File: src/inc/gpfs_pkg.sv
// Purpose: shared constants for the port1 data / port2 function-select slice
// Assumes: 32-bit APB, byte addresses as printed
// Notes:   function codes are per 2-bit field of the port2 selector
package gpfs_pkg;
    localparam logic [31:0] GPFS_ADDR_P1_LATCH = 32'hFFF8_3018;
    localparam logic [31:0] GPFS_ADDR_P1_SENSE = 32'hFFF8_301C;
    localparam logic [31:0] GPFS_ADDR_P2_FUNC  = 32'hFFF8_3020;
    localparam int          GPFS_P1_PINS       = 2;
    localparam int          GPFS_P2_PINS       = 10;
    localparam logic [1:0]  GPFS_P1_LATCH_RST  = 2'h0;
    localparam logic [19:0] GPFS_P2_FUNC_RST   = 20'h0_0000;
    localparam logic [1:0]  GPFS_FN_GPIO       = 2'h0;
    localparam logic [1:0]  GPFS_FN_PHY        = 2'h1;
    localparam logic [1:0]  GPFS_FN_KEYPAD     = 2'h2;
    localparam int          GPFS_PHY_IN_LAST   = 4;
    localparam int          GPFS_KP_ROW_FIRST  = 8;
    localparam int          GPFS_MDIO_PIN      = 8;
endpackage

File: src/rtl/gpfs_gpio_slice.sv
// Purpose: port1 output latch and pin sense, port2 function selector, APB slave
// Assumes: pins and side signals synchronous to clk (40 MHz); sync reset
// Notes:   zero-wait APB; unmapped address answers with pslverr
// How it works
// port1 pin driven from latch in output mode
// latch upper bits ignore writes
// latch resets to zero
// sense register returns live port1 pin levels
// sense upper bits read zero
// ten 2-bit fields, reset to zero
// code 00 gives general-purpose I/O
// code 01 gives Ethernet PHY signals
// code 10 gives keypad columns and rows
// code 11 reserved, software avoids it
// port1 output enable only in GPIO mode
//
// Added by the designer: the APB register port.
`timescale 1ns/1ps
`default_nettype none
module gpfs_gpio_slice
    import gpfs_pkg::*;
#(
    parameter int P2_PINS = GPFS_P2_PINS
)(
    input  wire logic        clk,
    input  wire logic        rst,
    input  wire logic        psel,
    input  wire logic        penable,
    input  wire logic        pwrite,
    input  wire logic [31:0] paddr,
    input  wire logic [31:0] pwdata,
    output logic      [31:0] prdata,
    output logic             pready,
    output logic             pslverr,
    input  wire logic [1:0]  port1OutputEnable,
    input  wire logic [3:0]  port1FunctionFields,
    input  wire logic [1:0]  port1PinIn,
    output logic      [1:0]  port1PinOut,
    output logic      [1:0]  port1PinOe,
    input  wire logic [9:0]  port2PinIn,
    output logic      [9:0]  port2PinOut,
    output logic      [9:0]  port2PinOe,
    input  wire logic [9:0]  gpio2OutValue,
    input  wire logic [9:0]  gpio2OutEnable,
    input  wire logic        phyTransmitEnable,
    input  wire logic [1:0]  phyTransmitBits,
    input  wire logic        phyManagementDataOut,
    input  wire logic        phyManagementDataOe,
    input  wire logic        phyManagementClock,
    input  wire logic [1:0]  keypadRowOut,
    output logic             phyReceiveError,
    output logic             phyCarrierSenseValid,
    output logic      [1:0]  phyReceiveBits,
    output logic             phyReferenceClock,
    output logic             phyManagementDataIn,
    output logic      [7:0]  keypadColumnIn
);
    if (P2_PINS != GPFS_P2_PINS) begin : g_chk
        $error("port2 selector serves exactly ten pins");
    end

    logic [1:0]  latch_reg,  latch_next;
    logic [19:0] func_reg,   func_next;
    logic [31:0] rdata_reg,  rdata_next;
    logic        ready_reg,  ready_next;
    logic        err_reg,    err_next;
    logic [1:0]  p1Out_reg,  p1Out_next;
    logic [1:0]  p1Oe_reg,   p1Oe_next;
    logic [9:0]  p2Out_reg,  p2Oe_reg;
    logic [9:0]  muxOut,     muxOe;
    logic [4:0]  phyIn_reg,  muxPhyIn;
    logic        mdIn_reg,   muxMdIn;
    logic [7:0]  kpCol_reg,  muxKpCol;
    logic        setup;
    logic        wrDone;

    // address decode used only for the setup-phase pslverr flag
    function automatic logic isMapped(input logic [31:0] a);
        return (a == GPFS_ADDR_P1_LATCH) || (a == GPFS_ADDR_P1_SENSE) || (a == GPFS_ADDR_P2_FUNC);
    endfunction

    assign setup  = psel && !penable;
    assign wrDone = psel && penable && ready_reg && pwrite;

    // register file and bus answer
    always_comb begin
        latch_next = latch_reg;
        func_next  = func_reg;
        ready_next = setup;
        err_next   = setup && !isMapped(paddr);
        rdata_next = rdata_reg;
        if (wrDone && paddr == GPFS_ADDR_P1_LATCH) begin
            latch_next = pwdata[1:0];
        end
        if (wrDone && paddr == GPFS_ADDR_P2_FUNC) begin
            func_next = pwdata[19:0];
        end
        if (setup) begin
            rdata_next = 32'h0000_0000;
            if (!pwrite && paddr == GPFS_ADDR_P1_LATCH) begin
                rdata_next[1:0] = latch_reg;
            end
            if (!pwrite && paddr == GPFS_ADDR_P1_SENSE) begin
                rdata_next[1:0] = port1PinIn;
            end
            if (!pwrite && paddr == GPFS_ADDR_P2_FUNC) begin
                rdata_next[19:0] = func_reg;
            end
        end
    end

    always_ff @(posedge clk) begin
        if (rst) begin
            latch_reg <= GPFS_P1_LATCH_RST;
            func_reg  <= GPFS_P2_FUNC_RST;
            rdata_reg <= 32'h0000_0000;
            ready_reg <= 1'b0;
            err_reg   <= 1'b0;
        end else begin
            latch_reg <= latch_next;
            func_reg  <= func_next;
            rdata_reg <= rdata_next;
            ready_reg <= ready_next;
            err_reg   <= err_next;
        end
    end

    // port1 pin drive, direction honoured only in GPIO mode
    always_comb begin
        for (int i = 0; i < GPFS_P1_PINS; i++) begin
            p1Oe_next[i]  = port1OutputEnable[i] && (port1FunctionFields[2*i +: 2] == GPFS_FN_GPIO);
            p1Out_next[i] = latch_reg[i];
        end
    end

    gpfs_pin_mux u_mux (
        .funcSel   (func_reg),
        .pinIn     (port2PinIn),
        .gpioOut   (gpio2OutValue),
        .gpioOe    (gpio2OutEnable),
        .phyTxEn   (phyTransmitEnable),
        .phyTxBits (phyTransmitBits),
        .phyMdOut  (phyManagementDataOut),
        .phyMdOe   (phyManagementDataOe),
        .phyMdClk  (phyManagementClock),
        .keypadRow (keypadRowOut),
        .pinOut    (muxOut),
        .pinOe     (muxOe),
        .phyIn     (muxPhyIn),
        .phyMdIn   (muxMdIn),
        .keypadCol (muxKpCol)
    );

    // pin and side-signal output registers
    always_ff @(posedge clk) begin
        if (rst) begin
            p1Out_reg <= 2'h0;
            p1Oe_reg  <= 2'h0;
            p2Out_reg <= 10'h000;
            p2Oe_reg  <= 10'h000;
            phyIn_reg <= 5'h00;
            mdIn_reg  <= 1'b0;
            kpCol_reg <= 8'h00;
        end else begin
            p1Out_reg <= p1Out_next;
            p1Oe_reg  <= p1Oe_next;
            p2Out_reg <= muxOut;
            p2Oe_reg  <= muxOe;
            phyIn_reg <= muxPhyIn;
            mdIn_reg  <= muxMdIn;
            kpCol_reg <= muxKpCol;
        end
    end

    assign prdata               = rdata_reg;
    assign pready               = ready_reg;
    assign pslverr              = err_reg;
    assign port1PinOut          = p1Out_reg;
    assign port1PinOe           = p1Oe_reg;
    assign port2PinOut          = p2Out_reg;
    assign port2PinOe           = p2Oe_reg;
    assign phyReceiveError      = phyIn_reg[0];
    assign phyCarrierSenseValid = phyIn_reg[1];
    assign phyReceiveBits       = phyIn_reg[3:2];
    assign phyReferenceClock    = phyIn_reg[4];
    assign phyManagementDataIn  = mdIn_reg;
    assign keypadColumnIn       = kpCol_reg;
endmodule // gpfs_gpio_slice
`default_nettype wire

File: src/rtl/gpfs_pin_mux.sv
// Purpose: routes the ten port2 pins by their 2-bit function fields
// Assumes: purely combinational, registered by the parent
// Notes:   reserved code leaves the pin undriven and feeds nothing
`timescale 1ns/1ps
`default_nettype none
module gpfs_pin_mux
    import gpfs_pkg::*;
(
    input  wire logic [19:0] funcSel,
    input  wire logic [9:0]  pinIn,
    input  wire logic [9:0]  gpioOut,
    input  wire logic [9:0]  gpioOe,
    input  wire logic        phyTxEn,
    input  wire logic [1:0]  phyTxBits,
    input  wire logic        phyMdOut,
    input  wire logic        phyMdOe,
    input  wire logic        phyMdClk,
    input  wire logic [1:0]  keypadRow,
    output logic      [9:0]  pinOut,
    output logic      [9:0]  pinOe,
    output logic      [4:0]  phyIn,
    output logic             phyMdIn,
    output logic      [7:0]  keypadCol
);
    logic [9:0] phyOutVec;
    logic [9:0] phyOeVec;
    logic [9:0] kpOutVec;
    logic [9:0] kpOeVec;

    // per-function output and enable vectors
    assign phyOutVec = {phyMdClk, phyMdOut, phyTxBits, phyTxEn, 5'h00};
    assign phyOeVec  = {1'b1, phyMdOe, 3'h7, 5'h00};
    assign kpOutVec  = {keypadRow, 8'h00};
    assign kpOeVec   = 10'h300;

    // select per pin
    always_comb begin
        pinOut    = '0;
        pinOe     = '0;
        phyIn     = '0;
        phyMdIn   = 1'b0;
        keypadCol = '0;
        for (int i = 0; i < GPFS_P2_PINS; i++) begin
            case (funcSel[2*i +: 2])
                GPFS_FN_GPIO: begin
                    pinOut[i] = gpioOut[i];
                    pinOe[i]  = gpioOe[i];
                end
                GPFS_FN_PHY: begin
                    pinOut[i] = phyOutVec[i];
                    pinOe[i]  = phyOeVec[i];
                    if (i == GPFS_MDIO_PIN) begin
                        phyMdIn = pinIn[i];
                    end
                end
                GPFS_FN_KEYPAD: begin
                    pinOut[i] = kpOutVec[i];
                    pinOe[i]  = kpOeVec[i];
                end
                default: begin
                    pinOut[i] = 1'b0;
                    pinOe[i]  = 1'b0;
                end
            endcase
        end
        // function inputs, looped only over the pins that carry them so no index runs past a vector
        for (int i = 0; i <= GPFS_PHY_IN_LAST; i++) begin
            if (funcSel[2*i +: 2] == GPFS_FN_PHY) begin
                phyIn[i] = pinIn[i];
            end
        end
        for (int i = 0; i < GPFS_KP_ROW_FIRST; i++) begin
            if (funcSel[2*i +: 2] == GPFS_FN_KEYPAD) begin
                keypadCol[i] = pinIn[i];
            end
        end
    end
endmodule // gpfs_pin_mux
`default_nettype wire

File: config.mk
export PLATFORM = sky130hd
export DESIGN_NAME = gpfs_gpio_slice
export DESIGN_NICKNAME = d
export VERILOG_FILES = /design/src/inc/gpfs_pkg.sv /design/src/rtl/gpfs_gpio_slice.sv /design/src/rtl/gpfs_pin_mux.sv
export SDC_FILE = /design/constraint.sdc
export NUM_CORES = 1
export LEC_CHECK = 0
export ABC_AREA = 1
export CORE_AREA = 3 3 94 74
export DETAILED_ROUTE_END_ITERATION = 16
export DIE_AREA = 0 0 97 77
export DONT_BUFFER_PORTS = 1
export GPL_ROUTABILITY_DRIVEN = 0
export MAX_ROUTING_LAYER = met4
export PLACE_DENSITY = 0.69
export SLEW_MARGIN = 20
export SYNTH_ARGS = -nofsm -noshare
export SYNTH_HDL_FRONTEND = slang
export SYNTH_SLANG_ARGS = --single-unit
File: constraint.sdc
create_clock -name clk -period 1.7 [get_ports clk]
set_input_delay 0.255 -clock clk [delete_from_list [all_inputs] [get_ports clk]]
set_output_delay 0.255 -clock clk [all_outputs]
set_load 0.02 [all_outputs]
### Word level (Yosys, flattened, before mapping)

Cells that the tools add are included.

* register bits after elaboration: 82
* input port bits: 115
* output and inout port bits: 72

* equality and inequality tests: 23
* muxes and demuxes: 13
* bitwise logic cells: 19
* reduce and logical (&&, ||, !) cells: 49

Operators with widths (number)
* 32-bit == test, second input constant: 3
* 2-bit OR reduction: 20
* 2-bit logical NOT: 12
* 2-bit by 1-bit == test with 1-bit output, second input constant: 10
* 2-bit == test, second input constant: 10
* 20-bit 2-to-1 mux: 1
* 1-bit inverter: 19
* 1-bit case mux with 2 select lines: 7
* 1-bit logical AND: 12
* 1-bit case mux with 3 select lines: 3
* 2-bit 2-to-1 mux: 2
* 1-bit logical NOT: 3
* 1-bit logical OR: 2

### Longest topological paths before layout

Gate-level depths: netlist of the first run.

* depth after elaboration: 5
* mapped depth: 10

### By module

From an unflattened synthesis of the first run, not the netlist that was laid out.

* cells, all modules: 479
* area total of the unflattened synthesis: 3638.5 um^2

By module, submodules not included
* gpfs_gpio_slice: times used 1, cells an instance 400, area each 3234.4 um^2, seq. area each 1641.6 um^2
* gpfs_pin_mux: times used 1, cells an instance 79, area each 404.1 um^2, seq. area each 0.0 um^2

### Worst setup path before layout of the first run

OpenSTA, ideal clock, no wires.

* kind: input to register
* from: in paddr[8]
* to: reg func_reg[0]
* setup time: 0.119 ns
* arrival: 1.176 ns
* path slack: 0.404 ns
* stages on the path: 9
* path through: inv_1 > nand2_1 > nor2_1 > nand2_1 > nor2_4 > nand3_1 > clkbuf_1 > o21ai_0 > a21oi_1

* cells in the longest elaborated chain, start to end: 2

RTL lines
* start, declared: line gpfs_gpio_slice.sv:30 `input wire logic [31:0] paddr,`
* 32-bit == test: line gpfs_gpio_slice.sv:95 `if (wrDone && paddr == GPFS_ADDR_P2_FUNC) begin`
* 1-bit logical AND: line gpfs_gpio_slice.sv:95
* end signal, assigned: line gpfs_gpio_slice.sv:121 `func_reg <= func_next;`
* end, declared: line gpfs_gpio_slice.sv:63 `logic [19:0] func_reg, func_next;`

No other way between the ends.
A chain may end at the register's enable or synchronous reset.

### Worst setup path after layout of the first run

* from: in port1FunctionFields[2]
* to: reg p1Oe_reg[1] (netlist: port1PinOe[1])

* cells in the longest elaborated chain, start to end: 2

RTL lines
* start, declared: line gpfs_gpio_slice.sv:36 `input wire logic [3:0] port1FunctionFields,`
* 2-bit logical NOT: line gpfs_gpio_slice.sv:131 `p1Oe_next[i] = port1OutputEnable[i] && (port1FunctionFields[2*i +: 2] == GPFS_FN_GPIO);`
* 1-bit logical AND: line gpfs_gpio_slice.sv:131
* end signal, assigned: line gpfs_gpio_slice.sv:166 `p1Oe_reg <= p1Oe_next;`
* end, declared: line gpfs_gpio_slice.sv:68 `logic [1:0] p1Oe_reg, p1Oe_next;`

No other way between the ends.

==> results of run 1 <==
[synth_stat cells (11+ instances only)]
library cell / number / share of area, %
nand2_1: 59 / 6.7
buf_4: 13 / 2.9
nand4_1: 11 / 2.1
inv_1: 59 / 6.7
nor2_1: 48 / 5.4
o21ai_0: 25 / 3.8
nand3_1: 21 / 3.2
dfxtp_1: 82 / 49
a21oi_1: 33 / 5.0
[layer usage]
layer / track usage [%] / up-vias / share of wire [%]
met3: 7.000 / 11 / 8.7
li1: - / 1345 / -
met5: - / - / 0
met2: 32.78 / 114 / 47
met4: 8.135 / 0 / 1.3
met1: 25.01 / 1171 / 43
[what timing repair did]
item / 4_1_cts / 5_1_grt
hold buffers: 16 / 0
hold endpoints to repair: 52 / 0
gates resized for setup: 0 / 0
[layout make-up]
class / count / area [sq um]
multi-input combinational: 257 / 1326
tap: 81 / 101.3
fill: 569 / 2422
clock buffer: 10 / 137.6
sequential: 82 / 1642
clock inverter: 6 / 88.84
inverter: 59 / 221.5
timing repair buffer: 23 / 222.7
[cells by family (layout without fill, tap and decap cells)]
logic type,count (synthesis),count (layout),share of synthesized area (%)
buf+inv,88,98,12.01
other cells,1,12,0.1128
simple gates,170,170,24.89
flops,82,82,49.40
compound gates,71,71,12.09
fa+ha+maj,4,4,1.506
[where the power goes]
part	internal (mW)	switching, mW	total [mW]
clock	0.870	0.709	1.58
combinational	0.0697	0.123	0.193
sequential	1.95	0.0462	1.99
total	2.89	0.878	3.77
[through the flow]
| step | cell area [sq um] | util, % | cells | hold slack, ns |
|---|---|---|---|---|
| finish | 3740 | 60.69 | 518 | 0.02086 |
| global route | 3740 | 60.69 | 518 | 0.0007390 |
| CTS | 3740 | 60.69 | 518 | 0.006077 |
| detailed placement | 3343 | 54.25 | 486 | 0.3248 |
| global placement | 3343 | 54.25 | 486 | 0.3246 |
| floorplan | 3364 | - | 427 | 0.3312 |
[path summary, 6_finish.rpt]
check                                          to                   start  slack, ns  cells past startpoint
worst max register to register        func_reg[6]                  pready       0.51                      6
worst min-delay path            keypadColumnIn[6]           port2PinIn[6]       0.02                      2
worst max-delay path                port1PinOe[1]  port1FunctionFields[2]       0.45                      3
worst min register to register     port1PinOut[1]            latch_reg[1]       0.46                      2
[cell usage in the layout, fill, tap and decap left out, types with 4 or more instances in the layout]
cell type and instances:
a21oi_1 33, nand3_2 10, conb_1 12, a21oi_2 10, nand4_1 11, o21ai_0 25, nor4_1 10, dfxtp_1 82
clkbuf_8 10, nor2_1 47, dlygate4sd3_1 15, ha_1 4, nand2_1 59, buf_4 7, inv_1 59, nand3_1 21
nor3_1 7
[worst max-delay path: cells and delay by family]
family                 cells  cell delay, ns
buffers and inverters      2            1.11
AND/OR/NAND/NOR            1            0.18
==> metrics, run 1 <==
Crit path arrival time 1.55 ns; DR WL/cell 14.62 microns; CP Class primary input to register; layout cells sized above 1 approximately 11%; Port Buffer Count 0; sequence of cells on the critical path dlygate4sd3_1 > nor3_1 > dlygate4sd3_1; row count 25; register area share after synthesis between 40% and 50%; HP Class primary input to register; # diodes 0; number of synthesized flops with an enable pin 0; aggregate global routing overflow 0; core area 6162 sq um; critical path's slowest cell dlygate4sd3_1; Most used DFF post-synth dfxtp_1; Max Fanout on Critical Path 1; Avg Cell Area, Syn 7.988 sq um; fmax 796.8 MHz; startpoint types primary input; Worst setup EP type register; clk_lat worst skew 0.35 ns; largest net degree at the start of global routing 40; Post-Syn Instances 416; GRT Total Usage 20.91%; drt first pass iters 4; final setup TNS 0 ns; netlist area before placement 3323 sq um; PnR worst setup slack 0.4450 ns; initial drt markers 96; Final period util between 70% and 80%; crit-path max cell delay between 0.5 and 0.6 ns; vias in the first global route 2517; total power 3.765 mW; clk sinks 82; CTS clock-pin slew for the worst setup and hold paths 0.09 ns; Warnings, synthesis 0; worst path required time 1.99 ns; DR vias/cell 5.098; initial antenna violation count 0; CTS Buf Count 9; Syn-to-layout area delta 12.54%; Setup-failing EPs final 0; H-tree levels 3; Max Cap Viol 0; Synth Register Bits 82; Die Ht 77 microns; io pins 187; # DRC 0; Synth cell types 24; maximum vdd drop 0.6251 mV; P per Cell Area 1007 nW/um^2; hpwl dp 5209 microns; pre-CTS setup slack 0.2163 ns; first-pass GRT wire length 12080 microns; chip width 97 microns; Setup Buffers After CTS 0; Post-synth ARST share 0%; Clk Tree Root Cell clkbuf_8; Worst Skew 0.008703 ns; outcome completed; Final #Nets 551; final antenna-violating net count 0; final slew viol count 0; CTS Buffer Depth 2; TritonCTS clock tree yes; die area 7469 sq um; via count 2641; fin crit period between 1 and 1.5 ns; Hold Fails Final Rpt 0; Worst path most repeated cell dlygate4sd3_1; starting density of the core 53.93%; Post-Route WL 7572 microns; RSZ-0062 raised after global routing false; P_leak about 1.5 nW
No activity file was read; power rests on OpenSTA's default activity.
==> run 2, diff against run 1 <==
clock period = 1.2 ns   (was 1.7 ns; I/O delays follow)
==> run 2 against run 1 <==
Net effect: the flow now finishes with violations (hold timing); clock skew decreased by 0.0019 ns; first-iteration DRC count grew 40%; power is 35% higher.
==> metrics, run 2 (same netlist as run 1, synthesis figures left out) <==
clk_lat worst skew 0.34 ns; CTS Buffer Depth 2; area of the multi-input gates around 1400 sq um; Fin Hold WS -0.1016 ns; P_leak around 1.6 nW; aggregate global routing overflow 0; Clk Tree Root Cell clkbuf_8; layout cells sized above 1 ~16%; via count 2804; Post-Place Cell Area 3413 sq um; fmax 843.5 MHz; total power between 5 and 6 mW; HP Class primary input to register; hpwl dp 5415 microns; core area 6162 sq um; CTS clock-pin slew for the worst setup and hold paths ~0.080 ns; RSZ-0062 raised after global routing true; Die Ht 77 microns; DR vias/cell 5.212; startpoint types register; Hold Fails Final Rpt 38; DR WL/cell 15.48 microns; maximum vdd drop about 0.86 mV; Filler cells 510; starting density of the core 53.93%; Final #Nets between 500 and 600; initial drt markers 134; Setup-failing EPs final 0; Max Cap Viol 0; fin cells 538; # DRC 0; Syn-to-layout area delta 21.31%; P per Cell Area 1259 nW/um^2; drt first pass iters 4; Worst-Margin Slew between 0.6 and 0.7 ns; Placed Cells slightly below 500; outcome complete, but fails checks; most frequent cells in the layout dfxtp_1, nand2_1, inv_1, nor2_1, a21oi_1; most common cell after layout, fill and taps aside dfxtp_1; final setup TNS 0 ns; CP Class register to register; CTS Buf Count 9; failing checks hold timing; die area 7469 sq um; TritonCTS clock tree yes; io pins approximately 190; initial antenna violation count 0; first-pass GRT wire length 12650 microns; register area 1643 sq um; largest net degree at the start of global routing between 40 and 50; Setup Buffers After CTS 0; Worst setup EP type register; final instance area approximately 4000 sq um; vias in the first global route 2743; final antenna-violating net count 0; # diodes 0; Max Fanout on Critical Path 6; clk sinks 82; final slew viol count 0; Final period util approximately 99%; Post-Route WL 8330 microns; H-tree levels 3; Crit path arrival time 1.41 ns; fin crit period roughly 1.2 ns; Port Buffer Count 0; worst path required time between 1 and 1.5 ns; GRT Total Usage 21.47%; row count 25; chip width 97 microns; Slew HR 53.62%; Worst Skew 0.006759 ns
## run 2: cell count changes in the layout (fill, tap and decap cells not counted), moves of 3 or more
| cell | delta |
|---|---|
| o21ai_2 | +13 |
| o21ai_0 | -20 |
| o21ai_1 | +7 |
| dlygate4sd3_1 | +11 |
| buf_4 | +3 |
## run 2: stage by stage
| step | setup WS, ns | util [%] |
|---|---|---|
| 2_1_floorplan | -0.002927 | - |
| 3_3_place_gp | -0.1928 | 55.39 |
| 3_5_place_dp | -0.2461 | 55.39 |
| 4_1_cts | 0.006495 | 62.76 |
| 5_1_grt | -0.03398 | 65.42 |
| 6_report | 0.01449 | 65.42 |
## run 2: power breakdown
group          internal (mW)  total, mW  switching [mW]
sequential              2.76       2.83          0.0656
combinational          0.117      0.283           0.166
clock                   1.02       1.97           0.945
## run 2: repair_timing
item                                   in CTS  in global routing
hold buffers                               25                  2
endpoints found under the hold margin      57                 39
cloned                                      0                  4
setup endpoints to repair                   2                 21
resized for setup                           4                 44
## run 2: critical path: stages (launching register included)
cell and delay [ns]:
dfxtp_2 0.33, nand4_1 0.10, inv_2 0.09, nand3_4 0.16, clkbuf_16 0.22, o21ai_1 0.12
a21oi_1 0.05
## run 2: cell type report
class / count / area share, %
clock buffers: 12 / 3.600
clock inverters: 4 / 1.273
inverters: 59 / 5.493
multi-input cells: 257 / 34.76
flip-flops and latches: 82 / 40.75
well taps: 81 / 2.514
repair buffers: 43 / 11.61
## run 2: final timing paths
kind	from	end	slack, ns	cells past startpoint
max	pready	func_reg[4]	0.01	6
min	rst	prdata[13]	-0.10	1
max reg2reg	pready	func_reg[4]	0.01	6
min reg2reg	func_reg[1]	phyIn_reg[0]	0.45	1
## run 2: layer usage
| metal | part of all wire [%] | up-vias | routed length (microns) | track usage (%) |
|---|---|---|---|---|
| li1 | - | 1387 | - | - |
| met1 | 41 | 1275 | 3390 | 23.08 |
| met2 | 50 | 129 | 4126 | 37.67 |
| met3 | 8.5 | 13 | 706 | 7.000 |
| met4 | 1.3 | 0 | 106 | 6.872 |
| met5 | 0 | - | 0 | - |
==> run 3, diff against run 2 <==
BUFFER_PORTS_ARGS = -buffer_cell sky130_fd_sc_hd__buf_2   (was default)
CORE_AREA = 3 3 105 82   (was 3 3 94 74)
DIE_AREA = 0 0 108 85   (was 0 0 97 77)
DONT_BUFFER_PORTS = default   (was 1)
PLACE_DENSITY = 0.78   (was 0.69)
==> run 3 against run 2 <==
Net effect: clock power grew 13%; the flow now finishes without violations; combinational power grew 89%; critical path type unchanged; highest routed layer unchanged; die area grew 23%; design area grew 14%; critical endpoint is now func_reg[8]; hold slack gained 0.14 ns; sequential power shrank 2%.
==> metrics, run 3 (same netlist as run 1, synthesis figures left out) <==
starting density of the core between 40% and 50%; Final period util 94.95%; HP Class primary input to register; # diodes 0; drt first pass iters 4; Fin Hold WS 0.03496 ns; CTS clock-pin slew for the worst setup and hold paths 0.08 ns; final slew viol count 0; most common cell after layout, fill and taps aside buf_2; Worst Path Buf+Inv 2; TritonCTS clock tree yes; fin crit period 1.139 ns; row count 28; Crit path arrival time 1.37 ns; core area between 7000 and 8000 sq um; hpwl dp roughly 6600 microns; chip width about 110 microns; layout cells sized above 1 37.90%; H-tree levels 3; clk_lat worst skew 0.34 ns; # DRC 0; fmax 877.7 MHz; vias in the first global route 3129; fin cells 704; Post-Route WL 8833 microns; Worst setup EP type register; Die Ht 85 microns; die area 9180 sq um; Port Buffer Count 161; Clk Tree Root Cell clkbuf_8; outcome completed; maximum vdd drop 0.7391 mV; Placed Cells 682; first-pass GRT wire length 13670 microns; post-layout util between 50 and 60%; area of the multi-input gates 1346 sq um; CP Class register to register; worst path required time roughly 1.4 ns; aggregate global routing overflow 0; pre-CTS setup slack -0.3161 ns; Worst Skew slightly above 0.006 ns; CTS Buf Count 9; DR vias/cell 4.672; RSZ-0062 raised after global routing true; final instance area 4614 sq um; GRT Total Usage 19.01%; largest net degree at the start of global routing 40; kind of cell adding the most delay to the critical path flip-flops; Setup-failing EPs final 0; register area around 1600 sq um; final antenna-violating net count 0; Filler cells 703; sequence of cells on the critical path nand4_1 > inv_2 > nand3_4 > buf_6 > o21ai_0 > a21oi_1; initial drt markers between 100 and 150; Max Cap Viol 0; CTS Buffer Depth 2; Syn-to-layout area delta 38.86%; most frequent cells in the layout buf_2, dfxtp_1, nand2_1, inv_1, nor2_1; Max Fanout on Critical Path 12; crit-path max cell delay 0.33 ns; Setup Buffers After CTS 0; Post-Place Cell Area 4312 sq um; via count 3289; Hold Fails Final Rpt 0; initial antenna violation count 0; P_leak 2.243 nW; PnR worst setup slack 0.06064 ns; DR WL/cell around 13 microns; Final #Nets 713; io pins 187; clk sinks 82; P per Cell Area 1196 nW/um^2; critical path's slowest cell dfxtp_2; startpoint types register
## run 3: cell types whose count changed in the layout (fill, tap and decap cells not counted), moves of 2 or more
cell,previous run,this run
buf_2,0,163
buf_4,10,12
clkbuf_1,2,0
clkbuf_16,2,0
dlygate4sd3_1,26,4
inv_6,0,3
o21ai_0,5,15
o21ai_1,7,10
o21ai_2,13,0
## run 3: worst reg2reg max path: cells and delay by family (launching register included)
| family | cells | cell delay [ns] |
|---|---|---|
| and+or+nand+nor | 2 | 0.22 |
| buffers and inverters | 2 | 0.27 |
| DFF | 1 | 0.33 |
| AOI/OAI and AO/OA | 2 | 0.21 |
## run 3: cell type report
class                      count  area share [%]
inverter                      59           4.799
timing repair buffer         185           22.72
sequential                    82           35.60
clock inverter                 7           2.169
clock buffer                   9           2.684
tap                          105           2.847
multi-input combinational    257           29.18
## run 3: report_power, final
| group | switching (mW) | internal [mW] |
|---|---|---|
| Clock | 1.02 | 1.19 |
| Sequential | 0.00892 | 2.76 |
| Combinational | 0.305 | 0.231 |
## run 3: per-layer routing
metal	vias up	share of wire, %	GRT usage (%)	routed length (microns)
met5	-	0	-	0
met4	0	0.87	4.587	77
met3	9	7.8	5.475	689
met2	116	48	33.07	4271
met1	1496	43	21.60	3795
li1	1668	-	-	-
## run 3: final timing paths
check                                        from             to  slack, ns  depth (start not counted)
worst min register to register        func_reg[7]   phyIn_reg[3]       0.45                          1
worst min-delay path            gpio2OutEnable[6]  port2PinOe[6]       0.03                          2
worst max register to register             pready    func_reg[8]       0.06                          6
worst max-delay path                       pready    func_reg[8]       0.06                          6
## run 3: stage by stage
step | power (mW) | setup TNS (ns)
finish | 5.521 | 0
global route | 5.742 | -0.05569
CTS | 5.578 | 0
detailed placement | 3.353 | -10.18
global placement | 3.336 | -7.527
floorplan | 3.105 | -0.05854
## run 3: what timing repair did
action / in CTS / in global routing
resized for setup: 0 / 18
setup endpoints to repair: 0 / 22
endpoints found under the hold margin: 2 / 0
hold buffers: 4 / 0
